<file path="config.mk">
export PLATFORM = sky130hd
export DESIGN_NAME = adc_channel_config_regs
export DESIGN_NICKNAME = d
export VERILOG_FILES = /design/src/hdl/adc_cfg_pkg.sv /design/src/hdl/adc_channel_config_regs.sv /design/src/hdl/sticky_flag.sv /design/src/hdl/pulse_timer.sv
export SDC_FILE = /design/constraint.sdc
export NUM_CORES = 1
export LEC_CHECK = 0
export BUFFER_PORTS_ARGS = -buffer_cell sky130_fd_sc_hd__clkbuf_2
export CAP_MARGIN = 5
export CORE_AREA = 2 2 97 169
export DETAILED_ROUTE_END_ITERATION = 8
export DIE_AREA = 0 0 99 171
export GPL_TIMING_DRIVEN = 0
export PLACE_DENSITY = 0.64
export REMOVE_ABC_BUFFERS = 1
export SLEW_MARGIN = 20
export SYNTH_ARGS = -nofsm -noshare
export SYNTH_HDL_FRONTEND = slang
export SYNTH_SLANG_ARGS = --single-unit
</file>
<file path="constraint.sdc">
create_clock -name clk_sys_i -period 1.9 [get_ports clk_sys_i]
set_input_delay 0.285 -clock clk_sys_i [delete_from_list [all_inputs] [get_ports clk_sys_i]]
set_output_delay 0.285 -clock clk_sys_i [all_outputs]
set_load 0.01 [all_outputs]
</file>
<file path="src/hdl/adc_cfg_pkg.sv">
`default_nettype none
package adc_cfg_pkg;

  // Register indices; byte address is four times the index
  localparam logic [9:0]  MODE_IDX          = 10'h002;
  localparam logic [9:0]  CLOCK_IDX         = 10'h003;
  localparam logic [9:0]  GAIN_IDX          = 10'h004;
  localparam logic [9:0]  IRQ_STATUS_IDX    = 10'h008;
  localparam logic [9:0]  IRQ_MASK_IDX      = 10'h009;

  // Values after reset
  localparam logic [3:0]  MODE_RESET        = 4'h0;
  localparam logic [15:0] CLOCK_RESET       = 16'h0F0E;
  localparam logic [15:0] GAIN_RESET        = 16'h0000;
  localparam logic [4:0]  IRQ_MASK_RESET    = 5'h00;

  // Writable bits; everything else reads zero
  localparam logic [15:0] CLOCK_WMASK       = 16'h0F3F;
  localparam logic [15:0] GAIN_WMASK        = 16'h7777;

  // Field positions
  localparam int          FMT_BIT           = 0;
  localparam int          FLOAT_BIT         = 1;
  localparam int          SEL_LSB           = 2;
  localparam int          PWR_LSB           = 0;
  localparam int          OSR_LSB           = 2;
  localparam int          TURBO_BIT         = 5;
  localparam int          CHAN_ON_LSB       = 8;
  localparam int          GAIN_STRIDE       = 4;
  localparam int          READY_EVENT_BIT   = 4;

  // Ratio decoding
  localparam logic [14:0] OSR_BASE_RATIO    = 15'h0080;
  localparam logic [14:0] TURBO_RATIO       = 15'h0040;
  localparam logic [7:0]  UNITY_GAIN        = 8'h01;

  // Timing of the fixed ready pulse
  localparam int          CLK_PERIOD_PS     = 4000;
  localparam int          READY_PULSE_NS    = 16;
  localparam int          READY_PULSE_CYCLES =
    (READY_PULSE_NS * 1000 + CLK_PERIOD_PS - 1) / CLK_PERIOD_PS;

  typedef enum logic [1:0] {
    SRC_LAGGING  = 2'b00,
    SRC_OR       = 2'b01,
    SRC_LEAD     = 2'b10,
    SRC_LEAD_ALT = 2'b11
  } ready_src_e;

  typedef enum logic [1:0] {
    PWR_VLP    = 2'b00,
    PWR_LP     = 2'b01,
    PWR_HR     = 2'b10,
    PWR_HR_ALT = 2'b11
  } power_mode_e;

  typedef enum logic [1:0] {
    PIN_IDLE  = 2'b00,
    PIN_HELD  = 2'b01,
    PIN_PULSE = 2'b10,
    PIN_WAIT  = 2'b11
  } pin_state_e;

  typedef struct packed {
    logic [3:0]  chan_on;
    logic        turbo_ratio_force;
    logic [2:0]  oversample_ratio_code;
    power_mode_e power_level_code;
    logic [14:0] ratio;
  } chan_cfg_s;

  typedef struct packed {
    logic [3:0][2:0] code;
    logic [3:0][7:0] factor;
  } amp_cfg_s;

endpackage
`default_nettype wire

</file>
<file path="src/hdl/adc_channel_config_regs.sv">
`timescale 1ns/1ps
`default_nettype none
module adc_channel_config_regs #(
  parameter int PULSE_CYCLES = adc_cfg_pkg::READY_PULSE_CYCLES
) (
  input  wire logic                   clk_sys_i,
  input  wire logic                   resetn_i,
  input  wire logic                   psel_i,
  input  wire logic                   penable_i,
  input  wire logic                   pwrite_i,
  input  wire logic [11:0]            paddr_i,
  input  wire logic [31:0]            pwdata_i,
  input  wire logic [3:0]             pstrb_i,
  output var  logic [31:0]            prdata_o,
  output var  logic                   pready_o,
  output var  logic                   pslverr_o,
  input  wire logic [3:0]             chan_result_i,
  input  wire logic [3:0]             result_taken_i,
  output var  logic                   result_ready_pin_o,
  output var  logic                   result_ready_pin_oe_n_o,
  output var  adc_cfg_pkg::chan_cfg_s chan_cfg_o,
  output var  adc_cfg_pkg::amp_cfg_s  amp_cfg_o,
  output var  logic                   irq_o
);

  logic [3:0]              mode_control;
  logic [15:0]             clock_channel_config;
  logic [15:0]             gain_select_low;
  logic [4:0]              irq_mask;
  logic [3:0]              next_mode_control;
  logic [15:0]             next_clock_channel_config;
  logic [15:0]             next_gain_select_low;
  logic [4:0]              next_irq_mask;
  logic [31:0]             next_prdata;
  logic                    next_pready;
  logic                    next_pslverr;
  logic                    setup;
  logic                    wr_take;
  logic                    hit_mode;
  logic                    hit_clock;
  logic                    hit_gain;
  logic                    hit_status;
  logic                    hit_mask;
  logic [15:0]             wdata;
  logic [4:0]              irq_clear;
  logic [4:0]              irq_events;
  logic [4:0]              irq_status;
  logic [3:0]              chan_on;
  logic [3:0]              chan_set;
  logic [3:0]              chan_flag;
  logic                    lead_flag;
  logic                    pending;
  logic                    pending_q;
  logic                    pending_rise;
  logic                    pulse_busy;
  logic                    pulse_start;
  adc_cfg_pkg::pin_state_e pin_state;
  adc_cfg_pkg::pin_state_e next_pin_state;
  logic                    next_pin;
  logic                    next_pin_oe_n;
  logic                    next_irq;
  adc_cfg_pkg::chan_cfg_s  next_chan_cfg;
  adc_cfg_pkg::amp_cfg_s   next_amp_cfg;
  adc_cfg_pkg::ready_src_e src_sel;

  // Bus decode
  always_comb begin
    setup      = psel_i && !penable_i;
    wr_take    = psel_i && penable_i && pready_o && pwrite_i && (paddr_i[1:0] == 2'b00);
    hit_mode   = paddr_i[11:2] == adc_cfg_pkg::MODE_IDX;
    hit_clock  = paddr_i[11:2] == adc_cfg_pkg::CLOCK_IDX;
    hit_gain   = paddr_i[11:2] == adc_cfg_pkg::GAIN_IDX;
    hit_status = paddr_i[11:2] == adc_cfg_pkg::IRQ_STATUS_IDX;
    hit_mask   = paddr_i[11:2] == adc_cfg_pkg::IRQ_MASK_IDX;
    wdata[7:0]  = pstrb_i[0] ? pwdata_i[7:0] : 8'h00;
    wdata[15:8] = pstrb_i[1] ? pwdata_i[15:8] : 8'h00;
  end

  // Register writes
  always_comb begin
    next_mode_control         = mode_control;
    next_clock_channel_config = clock_channel_config;
    next_gain_select_low      = gain_select_low;
    next_irq_mask             = irq_mask;
    irq_clear                 = 5'h00;
    if (wr_take) begin
      if (hit_mode && pstrb_i[0]) begin
        next_mode_control = wdata[3:0];
      end
      if (hit_clock) begin
        // Reserved bits are not stored and read zero
        for (int b = 0; b < 2; b++) begin
          if (pstrb_i[b]) begin
            next_clock_channel_config[b*8 +: 8] = wdata[b*8 +: 8]
              & adc_cfg_pkg::CLOCK_WMASK[b*8 +: 8];
          end
        end
      end
      if (hit_gain) begin
        for (int b = 0; b < 2; b++) begin
          if (pstrb_i[b]) begin
            next_gain_select_low[b*8 +: 8] = wdata[b*8 +: 8]
              & adc_cfg_pkg::GAIN_WMASK[b*8 +: 8];
          end
        end
      end
      if (hit_mask && pstrb_i[0]) begin
        next_irq_mask = wdata[4:0];
      end
      if (hit_status && pstrb_i[0]) begin
        irq_clear = wdata[4:0];
      end
    end
  end

  // Read data and response, answered in the first access cycle
  always_comb begin
    next_pready  = setup;
    next_pslverr = 1'b0;
    next_prdata  = 32'h0000_0000;
    if (setup) begin
      if (paddr_i[1:0] != 2'b00) begin
        next_pslverr = 1'b1;
      end else if (hit_mode) begin
        next_prdata[3:0] = mode_control;
      end else if (hit_clock) begin
        next_prdata[15:0] = clock_channel_config;
      end else if (hit_gain) begin
        next_prdata[15:0] = gain_select_low;
      end else if (hit_status) begin
        next_prdata[4:0] = irq_status;
      end else if (hit_mask) begin
        next_prdata[4:0] = irq_mask;
      end else begin
        next_pslverr = 1'b1;
      end
    end
  end

  // Decoded configuration for the converter
  always_comb begin
    next_chan_cfg.chan_on =
      next_clock_channel_config[adc_cfg_pkg::CHAN_ON_LSB +: 4];
    next_chan_cfg.turbo_ratio_force =
      next_clock_channel_config[adc_cfg_pkg::TURBO_BIT];
    next_chan_cfg.oversample_ratio_code =
      next_clock_channel_config[adc_cfg_pkg::OSR_LSB +: 3];
    next_chan_cfg.power_level_code = adc_cfg_pkg::power_mode_e'(
      next_clock_channel_config[adc_cfg_pkg::PWR_LSB +: 2]);
    if (next_chan_cfg.turbo_ratio_force) begin
      next_chan_cfg.ratio = adc_cfg_pkg::TURBO_RATIO;
    end else begin
      next_chan_cfg.ratio = adc_cfg_pkg::OSR_BASE_RATIO
        << next_chan_cfg.oversample_ratio_code;
    end
    for (int c = 0; c < 4; c++) begin
      next_amp_cfg.code[c] =
        next_gain_select_low[c*adc_cfg_pkg::GAIN_STRIDE +: 3];
      next_amp_cfg.factor[c] =
        adc_cfg_pkg::UNITY_GAIN << next_amp_cfg.code[c];
    end
  end

  // Per-channel new-data flags, disabled channels excluded
  always_comb begin
    chan_on  = chan_cfg_o.chan_on;
    chan_set = chan_result_i & chan_on;
    src_sel  = adc_cfg_pkg::ready_src_e'(mode_control[adc_cfg_pkg::SEL_LSB +: 2]);
  end

  sticky_flag #(
    .W (4)
  ) chan_flags (
    .clk_sys_i (clk_sys_i),
    .resetn_i  (resetn_i),
    .set_i     (chan_set),
    .clr_i     (result_taken_i | ~chan_on),
    .q_o       (chan_flag)
  );

  // Leading source latches on the first enabled arrival
  sticky_flag #(
    .W (1)
  ) lead_latch (
    .clk_sys_i (clk_sys_i),
    .resetn_i  (resetn_i),
    .set_i     (|chan_set),
    .clr_i     (|result_taken_i),
    .q_o       (lead_flag)
  );

  always_comb begin
    case (src_sel)
      adc_cfg_pkg::SRC_LAGGING: begin
        pending = (|chan_on) && (&(chan_flag | ~chan_on));
      end
      adc_cfg_pkg::SRC_OR: begin
        pending = |(chan_flag & chan_on);
      end
      adc_cfg_pkg::SRC_LEAD, adc_cfg_pkg::SRC_LEAD_ALT: begin
        pending = lead_flag;
      end
      default: begin
        pending = 1'b0;
      end
    endcase
    pending_rise = pending && !pending_q;
  end

  // Ready pin sequencing
  always_comb begin
    next_pin_state = pin_state;
    pulse_start    = 1'b0;
    case (pin_state)
      adc_cfg_pkg::PIN_IDLE: begin
        if (pending_rise) begin
          if (mode_control[adc_cfg_pkg::FMT_BIT]) begin
            next_pin_state = adc_cfg_pkg::PIN_PULSE;
            pulse_start    = 1'b1;
          end else begin
            next_pin_state = adc_cfg_pkg::PIN_HELD;
          end
        end
      end
      adc_cfg_pkg::PIN_HELD: begin
        if (!pending) begin
          next_pin_state = adc_cfg_pkg::PIN_IDLE;
        end
      end
      adc_cfg_pkg::PIN_PULSE: begin
        if (!pulse_busy) begin
          next_pin_state = pending ? adc_cfg_pkg::PIN_WAIT : adc_cfg_pkg::PIN_IDLE;
        end
      end
      adc_cfg_pkg::PIN_WAIT: begin
        if (!pending) begin
          next_pin_state = adc_cfg_pkg::PIN_IDLE;
        end
      end
      default: begin
        next_pin_state = adc_cfg_pkg::PIN_IDLE;
      end
    endcase
    if (next_pin_state == adc_cfg_pkg::PIN_HELD ||
        next_pin_state == adc_cfg_pkg::PIN_PULSE) begin
      next_pin      = 1'b0;
      next_pin_oe_n = 1'b0;
    end else begin
      next_pin      = 1'b1;
      next_pin_oe_n = mode_control[adc_cfg_pkg::FLOAT_BIT];
    end
  end

  pulse_timer #(
    .CYCLES (PULSE_CYCLES),
    .W      (8)
  ) ready_pulse (
    .clk_sys_i (clk_sys_i),
    .resetn_i  (resetn_i),
    .start_i   (pulse_start),
    .busy_o    (pulse_busy)
  );

  // Interrupt events: enabled channel arrivals and the rise of the ready pending condition
  always_comb begin
    irq_events                                = 5'h00;
    irq_events[3:0]                           = chan_set;
    irq_events[adc_cfg_pkg::READY_EVENT_BIT] = pending_rise;
    next_irq                                  = |(irq_status & irq_mask);
  end

  sticky_flag #(
    .W (5)
  ) irq_flags (
    .clk_sys_i (clk_sys_i),
    .resetn_i  (resetn_i),
    .set_i     (irq_events),
    .clr_i     (irq_clear),
    .q_o       (irq_status)
  );

  always_ff @(posedge clk_sys_i or negedge resetn_i) begin
    if (!resetn_i) begin
      mode_control            <= adc_cfg_pkg::MODE_RESET;
      clock_channel_config    <= adc_cfg_pkg::CLOCK_RESET;
      gain_select_low         <= adc_cfg_pkg::GAIN_RESET;
      irq_mask                <= adc_cfg_pkg::IRQ_MASK_RESET;
      prdata_o                <= 32'h0000_0000;
      pready_o                <= 1'b0;
      pslverr_o               <= 1'b0;
      pending_q               <= 1'b0;
      pin_state               <= adc_cfg_pkg::PIN_IDLE;
      result_ready_pin_o      <= 1'b1;
      result_ready_pin_oe_n_o <= 1'b0;
      chan_cfg_o              <= '{chan_on: 4'hF, turbo_ratio_force: 1'b0,
                                   oversample_ratio_code: 3'h3,
                                   power_level_code: adc_cfg_pkg::PWR_HR,
                                   ratio: 15'h0400};
      amp_cfg_o               <= '{code: '0, factor: {4{adc_cfg_pkg::UNITY_GAIN}}};
      irq_o                   <= 1'b0;
    end else begin
      mode_control            <= next_mode_control;
      clock_channel_config    <= next_clock_channel_config;
      gain_select_low         <= next_gain_select_low;
      irq_mask                <= next_irq_mask;
      prdata_o                <= next_prdata;
      pready_o                <= next_pready;
      pslverr_o               <= next_pslverr;
      pending_q               <= pending;
      pin_state               <= next_pin_state;
      result_ready_pin_o      <= next_pin;
      result_ready_pin_oe_n_o <= next_pin_oe_n;
      chan_cfg_o              <= next_chan_cfg;
      amp_cfg_o               <= next_amp_cfg;
      irq_o                   <= next_irq;
    end
  end

endmodule
`default_nettype wire

</file>
<file path="src/hdl/sticky_flag.sv">
`timescale 1ns/1ps
`default_nettype none
module sticky_flag #(
  parameter int W = 4
) (
  input  wire logic         clk_sys_i,
  input  wire logic         resetn_i,
  input  wire logic [W-1:0] set_i,
  input  wire logic [W-1:0] clr_i,
  output var  logic [W-1:0] q_o
);

  logic [W-1:0] next_q;

  // Set wins over a clear in the same cycle
  always_comb begin
    next_q = set_i | (q_o & ~clr_i);
  end

  always_ff @(posedge clk_sys_i or negedge resetn_i) begin
    if (!resetn_i) begin
      q_o <= '0;
    end else begin
      q_o <= next_q;
    end
  end

endmodule
`default_nettype wire

</file>
<file path="src/hdl/pulse_timer.sv">
`timescale 1ns/1ps
`default_nettype none
module pulse_timer #(
  parameter int CYCLES = 4,
  parameter int W      = 8
) (
  input  wire logic clk_sys_i,
  input  wire logic resetn_i,
  input  wire logic start_i,
  output var  logic busy_o
);

  localparam logic [W-1:0] LAST = W'(CYCLES - 1);

  logic [W-1:0] count;
  logic [W-1:0] next_count;
  logic         next_busy;

  // Busy for CYCLES-1 cycles after start, so a state entered with start lasts CYCLES
  always_comb begin
    next_count = count;
    next_busy  = busy_o;
    if (start_i) begin
      next_count = W'(1);
      next_busy  = (CYCLES > 1);
    end else if (busy_o) begin
      if (count == LAST) begin
        next_busy = 1'b0;
      end else begin
        next_count = count + W'(1);
      end
    end
  end

  always_ff @(posedge clk_sys_i or negedge resetn_i) begin
    if (!resetn_i) begin
      count  <= '0;
      busy_o <= 1'b0;
    end else begin
      count  <= next_count;
      busy_o <= next_busy;
    end
  end

endmodule
`default_nettype wire

</file>
==> results of run 1 <==
==> worst max-delay path, delay by kind of cell, from the launching register on <==
| kind | cells | cell delay, ns |
|---|---|---|
| and+or+nand+nor | 2 | 0.52 |
| buffers and inverters | 1 | 0.19 |
| muxes | 1 | 0.17 |
| AOI/OAI and AO/OA | 1 | 0.31 |
| DFF | 1 | 0.37 |
| adders and majority gates | 1 | 0.18 |
==> kinds of logic after synthesis <==
group / synth area share
other: 0.000704
buffers and inverters: 0.0758
AO/OA/AOI/OAI: 0.126
AND/OR/NAND/NOR: 0.204
XOR/XNOR: 0.0115
multiplexers: 0.0500
adder cells (fa/ha/maj): 0.00235
flip-flops: 0.529
==> placed cells by master, fill, tap and decap left out, drive strengths merged, types with 6 or more instances in the layout <==
cell,synthesis,layout
nand3,26,26
conb,1,24
inv,22,24
nor4,7,7
buf,42,11
nor3b,7,7
nand4b,14,14
nand2,43,43
nand4,12,16
a21oi,13,13
nand3b,9,9
dfrtp,99,99
nor2,47,47
dfstp,13,13
o31ai,6,6
clkbuf,17,133
nor2b,7,7
mux2,21,21
o21ai,34,34
nand2b,8,9
o41ai,13,13
a22oi,10,10
==> cell type report <==
class	instances	area, sq um
clock inverters	5	41.3
inverters	22	82.6
clock buffers	11	243
well taps	189	236
multi-input cells	361	2500
flip-flops and latches	112	2820
repair buffers	134	732
fillers	1487	8990
==> state kept, by name, summed over array words and instances (netlist names), 2 cells and up <==
name / flops
amp_cfg_o: 40
prdata_o: 14
chan_cfg_o: 12
ready_pulse.count: 8
irq_flags.q_o: 5
irq_mask: 5
chan_flags.q_o: 4
gain_select_low: 4
mode_control: 4
chan_on: 3
clock_channel_config: 3
pin_state: 2
==> what timing repair did <==
item,CTS,global route
pin swaps,7,7
buffers inserted,7,3
endpoints found under the setup margin,74,78
endpoints found under the hold margin,28,0
hold buffers,1,0
resized for setup,22,20
cloned,1,5
==> stage by stage <==
step	total power, uW	cells	instance area, sq um	hold slack (ns)	setup WS (ns)
2_1_floorplan	2570	489	5090	-0.0106	-0.479
3_3_place_gp	2730	800	5940	0.488	-1.19
3_5_place_dp	2750	801	5980	0.215	-1.29
4_1_cts	4590	826	6460	0.141	-0.0164
5_1_grt	4750	834	6650	0.153	-0.0327
6_report	4580	834	6650	0.141	0.0283
==> final timing paths <==
kind | to | slack, ns | cells after the start
worst max-delay path | ready_pulse.count[1]$_DFFE_PN0P_ | 0.03 | 6
worst min-delay path | amp_cfg_o[16]$_DFF_PN1_ | 0.14 | 2
worst max register to register | ready_pulse.count[1]$_DFFE_PN0P_ | 0.03 | 6
worst min register to register | lead_latch.q_o$_DFF_PN0_ | 0.51 | 2
max in group asynchronous | result_ready_pin_o$_DFF_PN1_ | 0.80 | 3
min in group asynchronous | amp_cfg_o[29]$_DFF_PN0_ | 0.39 | 2
==> power breakdown <==
part           switching [uW]  internal, uW  leakage [uW]
sequential               10.9          2400       0.00148
combinational             226          92.4       0.00156
clock                     911           940      0.000133
==> per-layer routing <==
metal,vias to the layer above,part of all wire
met4,0,0.031
met2,184,0.53
met5,-,0
met3,33,0.056
li1,2064,-
met1,2232,0.38
==> run metrics, run 1 <==
status complete, no violations; Final Cycle Share 0.985; detailed placement HPWL between 9000 and 10,000 um; static leakage ~0.0032 uW; CTS clk-pin slew, worst paths ~0.08 ns; YS warnings 0; Vias 4,513; mapped cell area ~5300 sq um; Final Util 0.425; Worst Path Arrival between 2 and 2.5 ns; most common library cells after synthesis dfrtp_1 (99), nor2_1 (47), nand2_1 (43), o21ai_0 (34), nand3_1 (26); RePlAce Congestion between 0.8 and 0.9; Slew HR 0.649; grt ovf 0; pin count of the biggest net entering global routing 79; Slew Limit Fails 0; Final Setup Violations 0; max-cap violation count 0; Max Clock Freq approximately 0.53 GHz; Worst Max-Slew Pin Slew 0.525 ns; Critical Path Fanout Max 4; CP startpoint kind flip-flop; Syn Area/Cell approximately 10 sq um; CP endpoint kind flip-flop; antenna violations before repair 0; Die Wd 99 um; Initial Utilization 0.341; Post-Route Setup TNS 0 ns; worst setup path startpoint ready_pulse.count[0]$_DFFE_PN0P_; post-synth top area cell dfrtp_1; Clock Tree Root clkbuf_16; Worst Skew approximately 0.013 ns; overall routing resource usage 0.165; ANT nets after route 0; grt met1 use 0.195; max incr delay on CP about 0.47 ns; DRC Markers 0; CP required approximately 2.1 ns; clk sinks roughly 110; CORE AREA between 15,000 and 20,000 sq um; clk buf depth 2; I/O pin total 167; Die Y about 170 um; Yosys top cell area share 0.465; pwr/cell area 688 nW/um^2; Synth async-reset ratio 1.00; Seq cells post-synth around 110; mean routed wirelength per cell 17.7 um; H-tree Lvls 3; clk_lat worst skew between 0.3 and 0.4 ns; worst r2r src ready_pulse.count[0]$_DFFE_PN0P_; First DRT Iteration DRCs between 200 and 250; final hold vios 0; Yosys cell types 54; fin crit period around 1.9 ns; first-pass detailed-route iteration total 7; share of layout cells above drive strength 1 0.344; leading post-synthesis cells by cell area dfrtp_1 (46%), dfstp_2 (6.4%), mux2_2 (4.4%); CP Cell Sequence ha_2 > or4b_4 > o41ai_4 > buf_4 > mux2i_1 > nor2_1; number of global-route vias before repair around 4,300; GR Layer Usage met3 0.0319; Post-Syn Instances about 530; post-synthesis sequential area ratio 0.529; Most Crowded Layer GR met2; Hold Startpoint pwdata_i[10]; unrepaired setup endpoints after global routing yes; row count 61; count leader, synth dfrtp_1; Syn-to-layout area delta 24.9%; GRT met2 Usage 0.293; die area around 17,000 sq um; # nets final 702; CTS tree done; Post-synth top flop dfrtp_1; hold crit path type in2reg; peak supply drop 371 uV; TritonCTS Buffers 9; Port Buf Inserts 122; drt total wl 14,700 um; Post-synth EDFFs 0; Slowest-stage cell, CP or4b_4; Antenna Cells 0; global-route wire length before repair about 22,000 um; vias per cell ~5.4; Crit Path Class reg2reg
(Power assumes the default switching activity.)
==> run 2, diff against run 1 <==
--- a/config.mk
+++ b/config.mk
@@ -5,7 +5,7 @@
 export SDC_FILE = /design/constraint.sdc
 export NUM_CORES = 1
 export LEC_CHECK = 0
-export BUFFER_PORTS_ARGS = -buffer_cell sky130_fd_sc_hd__clkbuf_2
+export BUFFER_PORTS_ARGS = -buffer_cell sky130_fd_sc_hd__buf_2
 export CAP_MARGIN = 5
 export CORE_AREA = 2 2 97 169
 export DETAILED_ROUTE_END_ITERATION = 8
@@ -13,6 +13,7 @@
 export GPL_TIMING_DRIVEN = 0
 export PLACE_DENSITY = 0.64
 export REMOVE_ABC_BUFFERS = 1
+export SETUP_SLACK_MARGIN = 0.1
 export SLEW_MARGIN = 20
 export SYNTH_ARGS = -nofsm -noshare
 export SYNTH_HDL_FRONTEND = slang
==> run 2 against run 1 <==
Net effect: sequential share of layout area shrank 0.69 points; core utilization grew 0.70 points; critical path depth is the same; worst hold slack gained 0.0093 ns; flip-flop and latch count is the same; power grew 3.0%; register-to-register slack gained 0.03 ns; routed wire length shrank 0.76%; largest cell class unchanged.
==> run metrics, run 2 (synthesis gave the netlist of run 1 again) <==
CP endpoint kind flip-flop; Vias 4,526 (+0.29%); max reg flops 40 (unchanged); TritonCTS Buffers 9 (unchanged); CP Cell Sequence ha_2 > or4b_4 > o41ai_4 > buf_4 > mux2i_1 > nor2_1; Max Clock Freq 0.543 GHz (+1.6%); Fillers 1,502 (+1.0%); pin count of the biggest net entering global routing 82 (+3.8%); CP startpoint kind flip-flop; DRC Markers 0 (unchanged); pwr/cell area 697 nW/um^2 (+1.3%); Die Wd 99 um (unchanged); max-cap violation count 0 (unchanged); mean routed wirelength per cell 17.4 um (-1.6%); number of global-route vias before repair 4,375 (+1.2%); Crit Path Class reg2reg; share of power burned in registers 0.511 (-0.015); First DRT Iteration DRCs 228 (-2.6%); Sw Share 0.246 (-0.00468); row count 61 (unchanged); Worst Path Arrival 2.07 ns (-0.03 ns); peak supply drop 573 uV (+55%); top flop regs amp_cfg_o: 40 flops, prdata_o: 14 flops, chan_cfg_o: 12 flops; Critical path buffers and inverters 1 (unchanged); clk sinks 112 (unchanged); Critical Path Fanout Max 3 (-1); grt ovf 0 (unchanged); CTS clk-pin slew, worst paths 0.08 ns (about the same); Slowest-stage cell, CP or4b_4; global-route wire length before repair 22,800 um (+2.4%); overall routing resource usage 0.169 (+0.00394); antenna violations before repair 0 (unchanged); max incr delay on CP 0.47 ns (about the same); Port Buf Inserts 122 (unchanged); ANT nets after route 0 (unchanged); Final Setup Violations 0 (unchanged); Worst Skew 0.00728 ns (-0.00597 ns); Slew Limit Fails 0 (unchanged); clk buf depth 2 (unchanged); Final Cycle Share 0.970 (-0.0151); power share of the clock group 0.418 (+0.014); Antenna Cells 0 (unchanged); final instance area 6760 sq um (+1.7%); static leakage 0.00327 uW (+3.0%); register area 2820 sq um (unchanged); Clock Tree Root clkbuf_16; I/O pin total 167 (unchanged); Final Util 0.432 (+0.00704); top cell family by delay on the critical path simple AND/OR/NAND/NOR gates; Comb pwr share 0.071 (about the same); hold crit path type in2reg; fin crit period 1.84 ns (-0.0286 ns); clk_lat worst skew 0.35 ns (about the same); status complete, no violations; Syn-to-layout area delta 26.9%; detailed placement HPWL 9830 um (-0.29%); vias per cell 5.38 (-0.55%); Biggest register amp_cfg_o; Psw 1160 uW (+1.0%); Pwr Total 4710 uW (+3.0%); drt total wl 14,600 um (-0.76%); CP required 2.13 ns (about the same); first-pass detailed-route iteration total 5 (-2); CORE AREA 15,600 sq um (unchanged); final hold vios 0 (unchanged); commonest cells after routing, fill and taps aside buf_2 (117), dfrtp_1 (99), nor2_1 (44); CTS tree done; # nets final 709 (+1.0%); most common cell after layout, fill and taps aside buf_2; Placement Cell Area 5980 sq um (about the same); die area 16,900 sq um (unchanged); share of layout cells above drive strength 1 0.362 (+0.0178); RePlAce Congestion 0.882 (-0.58%); H-tree Lvls 3 (unchanged); Die Y 171 um (unchanged); multi-input logic area 2500 sq um (+0.20%); Initial Utilization 0.341 (unchanged); Internal Pwr Total 3550 uW (+3.6%); unrepaired setup endpoints after global routing yes
run 2: through the flow:
| stage | hold slack, ns | std cells | setup slack, ns | setup TNS (ns) |
|---|---|---|---|---|
| 6_report | 0.150 | 841 | 0.0570 | 0 |
| 5_1_grt | 0.149 | 841 | -0.0254 | -0.0444 |
| 4_1_cts | 0.125 | 831 | 0.00256 | 0 |
| 3_5_place_dp | 0.186 | 801 | -1.22 | -51.01 |
| 3_3_place_gp | 0.479 | 800 | -1.17 | -125.01 |
| 2_1_floorplan | -0.0106 | 489 | -0.479 | -17.50 |
run 2: layer usage:
metal	part of all wire	global-route usage	up-vias
li1	-	-	2081
met1	0.38	0.196	2224
met2	0.53	0.302	196
met3	0.062	0.0319	25
met4	0.030	0.0715	0
met5	0	0	-
run 2: power groups by stage:
stage / registers [uW] / clock network [uW] / logic [uW]
after floorplan: 2460 / 0 / 115
after global placement: 2450 / 0 / 275
after detailed placement: 2450 / 0 / 292
after CTS: 2410 / 2020 / 312
after global routing: 2410 / 2150 / 372
final: 2410 / 1970 / 335
run 2: cell type report:
class / count / share of cell area
inverter: 22 / 0.0122
sequential: 112 / 0.417
timing repair buffer: 141 / 0.120
multi-input combinational: 361 / 0.370
clock buffer: 9 / 0.0333
clock inverter: 7 / 0.0126
tap: 189 / 0.0350
run 2: final timing paths:
kind / startpoint / end / slack (ns) / depth (start not counted)
worst max-delay path: ready_pulse.count[1]$_DFFE_PN0P_ / ready_pulse.count[1]$_DFFE_PN0P_ / 0.06 / 6
worst min-delay path: penable_i / pready_o$_DFF_PN0_ / 0.15 / 2
worst max register to register: ready_pulse.count[1]$_DFFE_PN0P_ / ready_pulse.count[1]$_DFFE_PN0P_ / 0.06 / 6
worst min register to register: lead_latch.q_o$_DFF_PN0_ / lead_latch.q_o$_DFF_PN0_ / 0.50 / 2
max in group asynchronous: resetn_i / chan_cfg_o[10]$_DFF_PN1_ / 0.80 / 3
min in group asynchronous: resetn_i / amp_cfg_o[31]$_DFF_PN0_ / 0.37 / 2
run 2: timing repair:
action                                 in CTS  in global routing
endpoints found under the hold margin      26                  0
resized for setup                          30                 28
cloned                                      4                  2
setup buffers                               9                  8
hold buffers                                1                  0
pin swaps                                   9                 11
setup endpoints to repair                  80                 70
==> run 3, diff against run 2 <==
--- a/config.mk
+++ b/config.mk
@@ -7,14 +7,15 @@
 export LEC_CHECK = 0
 export BUFFER_PORTS_ARGS = -buffer_cell sky130_fd_sc_hd__buf_2
 export CAP_MARGIN = 5
-export CORE_AREA = 2 2 97 169
+export CORE_AREA = 2 2 96 168
 export DETAILED_ROUTE_END_ITERATION = 8
-export DIE_AREA = 0 0 99 171
+export DIE_AREA = 0 0 98 170
 export GPL_TIMING_DRIVEN = 0
-export PLACE_DENSITY = 0.64
+export PLACE_DENSITY = 0.65
 export REMOVE_ABC_BUFFERS = 1
 export SETUP_SLACK_MARGIN = 0.1
 export SLEW_MARGIN = 20
 export SYNTH_ARGS = -nofsm -noshare
 export SYNTH_HDL_FRONTEND = slang
+export SYNTH_HIERARCHICAL = 1
 export SYNTH_SLANG_ARGS = --single-unit
==> run 3 against run 2 <==
Net effect: the flow now finishes with violations (negative setup slack); synthesized area decreased by 0.77%; clock skew decreased by 0.00092 ns; combinational power decreased by 21%; power decreased by 5.0%; sequential share of layout area increased by 0.13 points; sequential power about the same; flip-flop and latch count unchanged; core utilization increased by 1.0 points; final area decreased by 0.31%; non-clock buffer count increased by 20; critical path depth decreased by 1; register-to-register slack improved by 0.04 ns; critical endpoint is now amp_cfg_o[20]$_DFF_PN0_; largest power group unchanged.
==> run metrics, run 3 <==
unrepaired setup endpoints after global routing yes; CTS tree done; clk buf depth 2 (unchanged); Crit Path Class in2reg; CP startpoint kind input port; ANT nets after route 0 (unchanged); clk sinks 112 (unchanged); top cell family by delay on the critical path simple AND/OR/NAND/NOR gates; Clock Tree Root clkbuf_16; Internal Pwr Total 3410 uW (-4.2%); GR Layer Usage met3 0.0411 (+0.00921); Post-Syn Instances 510 (-2.9%); CP endpoint kind flip-flop; Critical path buffers and inverters 1 (unchanged); post-synthesis sequential area ratio 0.533 (+0.00413); pin count of the biggest net entering global routing 64 (-22%); CP Cell Sequence buf_12 > or4b_4 > or4_4 > or4b_4 > o41ai_2; Cell Count Post-Placement 796 (-0.62%); Most Crowded Layer GR met2; Psw 1070 uW (-7.6%); Vias 4,537 (+0.24%); die area 16,700 sq um (-1.6%); total number of cells along the worst setup path 5 (-1); max reg flops 40 (unchanged); detailed placement HPWL 10,200 um (+3.6%); CP required 2.15 ns (+0.02 ns); overall routing resource usage 0.169 (+0.000225); leading post-synthesis cells by cell area dfrtp_1 (47%), dfstp_2 (6.5%), mux2_2 (4.5%); post-synth top area cell dfrtp_1; Final Cycle Share 1.01 (+0.0416); power share of the clock group 0.408 (-0.010); Worst Slack Setup Final -0.0222 ns (-0.0791 ns); row count 60 (-1.6%); Yosys top cell area share 0.469 (+0.00363); Slowest-stage cell, CP or4b_4; first-pass detailed-route iteration total 5 (unchanged); Seq cells post-synth 112 (unchanged); R2R cell count 7 (+1); CORE AREA 15,200 sq um (-2.6%); status complete, but fails checks; commonest cells after routing, fill and taps aside buf_2 (118), dfrtp_1 (99), nand2_1 (36); TritonCTS Buffers 9 (unchanged); RePlAce Congestion 0.889 (+0.82%); Initial Utilization 0.347 (+0.00638); drt total wl 14,400 um (-1.6%); pwr/cell area 664 nW/um^2 (-4.7%); fin crit period 1.92 ns (+0.0791 ns); failing checks negative setup slack; antenna violations before repair 0 (unchanged); clk_lat worst skew 0.35 ns (about the same); mapped cell area 5290 sq um (-0.77%); Yosys cell types 51 (-5.6%); Die Wd 98 um (-1.0%); Synth async-reset ratio 1.00 (unchanged); most common library cells after synthesis dfrtp_1 (99), nand2_1 (36), nor2_1 (34), buf_4 (26), o41ai_1 (26); global-route wire length before repair 22,500 um (-1.4%); GRT met2 Usage 0.302 (about the same); Slew HR 0.549; final instance area 6740 sq um (-0.31%); Biggest register amp_cfg_o; mean routed wirelength per cell 17.1 um (-1.8%); Slew Limit Fails 0 (unchanged); # nets final 715 (+0.85%); static leakage 0.00336 uW (+2.7%); vias per cell 5.38 (about the same); non-filler cells, final 843 (+0.24%); Comb pwr share 0.059 (-0.012); Worst Skew 0.00636 ns (-0.000922 ns); top flop regs amp_cfg_o: 40 flops, prdata_o: 14 flops, chan_cfg_o: 12 flops; most common cell after layout, fill and taps aside buf_2; Worst Max-Slew Pin Slew 0.675 ns; WHS Path Cells 2 (unchanged); CP most frequent cell or4b_4; max incr delay on CP 0.59 ns (+0.12 ns); H-tree Lvls 3 (unchanged); grt ovf 0 (unchanged); grt met1 use 0.191 (-0.00516); max-cap violation count 0 (unchanged); Syn Area/Cell 10.4 sq um (+2.1%); Worst Path Arrival 2.17 ns (+0.10 ns); Post-synth top flop dfrtp_1; First DRT Iteration DRCs 213 (-6.6%); share of power burned in registers 0.533 (+0.022); share of layout cells above drive strength 1 0.355 (-0.00732); YS warnings 6 (+6); CTS clk-pin slew, worst paths 0.08 ns (about the same); Die Y 170 um (-0.58%); Antenna Cells 0 (unchanged); Max Clock Freq 0.520 GHz (-4.1%); Fillers 1,456 (-3.1%); DRC Markers 0 (unchanged); Syn-to-layout area delta 27.5%; Placement Cell Area 6020 sq um (+0.67%); Final Setup Violations 1 (+1); Critical Path Fanout Max 5 (+2); hold crit path type in2reg; Post-synth EDFFs 0 (unchanged); Port Buf Inserts 122 (unchanged); number of global-route vias before repair 4,383 (+0.18%); Sw Share 0.239 (-0.00677); final hold vios 0 (unchanged); I/O pin total 167 (unchanged); count leader, synth dfrtp_1; peak supply drop 427 uV (-26%)
run 3: changes by cell type after synthesis, sizes merged, moves of 7 or more:
cell | previous run | this run
nor2 | 47 | 34
o21ai | 34 | 21
o41ai | 13 | 26
buf | 42 | 30
a21o | 2 | 11
nand2 | 43 | 36
run 3: cells by family after synthesis:
| kind of cell | after synthesis | synth area share |
|---|---|---|
| other | 1 | 0.000709 |
| AO/OA/AOI/OAI | 99 | 0.133 |
| multiplexers | 23 | 0.0485 |
| flip-flops | 112 | 0.533 |
| XOR/XNOR | 3 | 0.00497 |
| AND/OR/NAND/NOR | 193 | 0.201 |
| adder cells (fa/ha/maj) | 2 | 0.00473 |
| buffers and inverters | 77 | 0.0738 |
run 3: metrics by stage:
step | worst slack (ns) | util | hold slack [ns] | setup TNS (ns) | power [uW]
6_report | -0.0222 | 0.442 | 0.170 | -0.0222 | 4480
5_1_grt | -0.00688 | 0.442 | 0.157 | -0.00688 | 4670
4_1_cts | 0.0828 | 0.429 | 0.141 | 0 | 4500
3_5_place_dp | -1.02 | 0.395 | 0.258 | -41.78 | 2670
3_3_place_gp | -2.90 | 0.388 | 0.461 | -204.95 | 2650
2_1_floorplan | -1.75 | - | -0.0106 | -72.62 | 2510
run 3: worst reg2reg max path: stages, from the launching register on:
cell	delay, ns
dfrtp_1	0.35
nand4_1	0.11
buf_6	0.17
or3_4	0.37
nor4b_4	0.30
and2_1	0.19
inv_1	0.04
a21o_1	0.16
run 3: area by class of cell:
type / count / area [sq um] / share of cell area
clock buffers: 11 / 243 / 0.0360
clock inverters: 5 / 41.3 / 0.00612
inverters: 24 / 90.1 / 0.0134
multi-input cells: 344 / 2330 / 0.346
flip-flops and latches: 112 / 2820 / 0.418
well taps: 186 / 233 / 0.0345
repair buffers: 161 / 983 / 0.146
run 3: worst paths after layout:
path	start	end	slack (ns)
max	paddr_i[2]	amp_cfg_o[20]$_DFF_PN0_	-0.02
min	pwdata_i[11]	clock_channel_config[11]$_DFFE_PN1P_	0.17
max reg2reg	pready_o$_DFF_PN0_	irq_flags/q_o[0]$_DFF_PN0_	0.10
min reg2reg	lead_latch/q_o$_DFF_PN0_	lead_latch/q_o$_DFF_PN0_	0.52
max in group asynchronous	resetn_i	chan_on[0]$_DFFE_PN1P_	0.77
min in group asynchronous	resetn_i	result_ready_pin_oe_n_o$_DFF_PN0_	0.44
run 3: power groups by stage:
stage	Clock [uW]	Sequential (uW)	Combinational, uW
after global routing	1990	2390	292
after CTS	1870	2390	246
final	1830	2390	263
after global placement	0	2430	217
after floorplan	0	2440	74.5
after detailed placement	0	2430	233
run 3: repair_timing:
action	4_1_cts	5_1_grt
hold buffers	1	0
hold endpoints to repair	41	0
resized for setup	15	29
setup buffers	16	14
pin swaps	10	18
setup endpoints to repair	84	50
run 3: per-layer routing:
layer	part of all wire	vias up	wire length, um
met5	0	-	0
met4	0.034	0	486
met3	0.069	43	997
met2	0.52	186	7540
met1	0.37	2226	5370
li1	-	2082	-
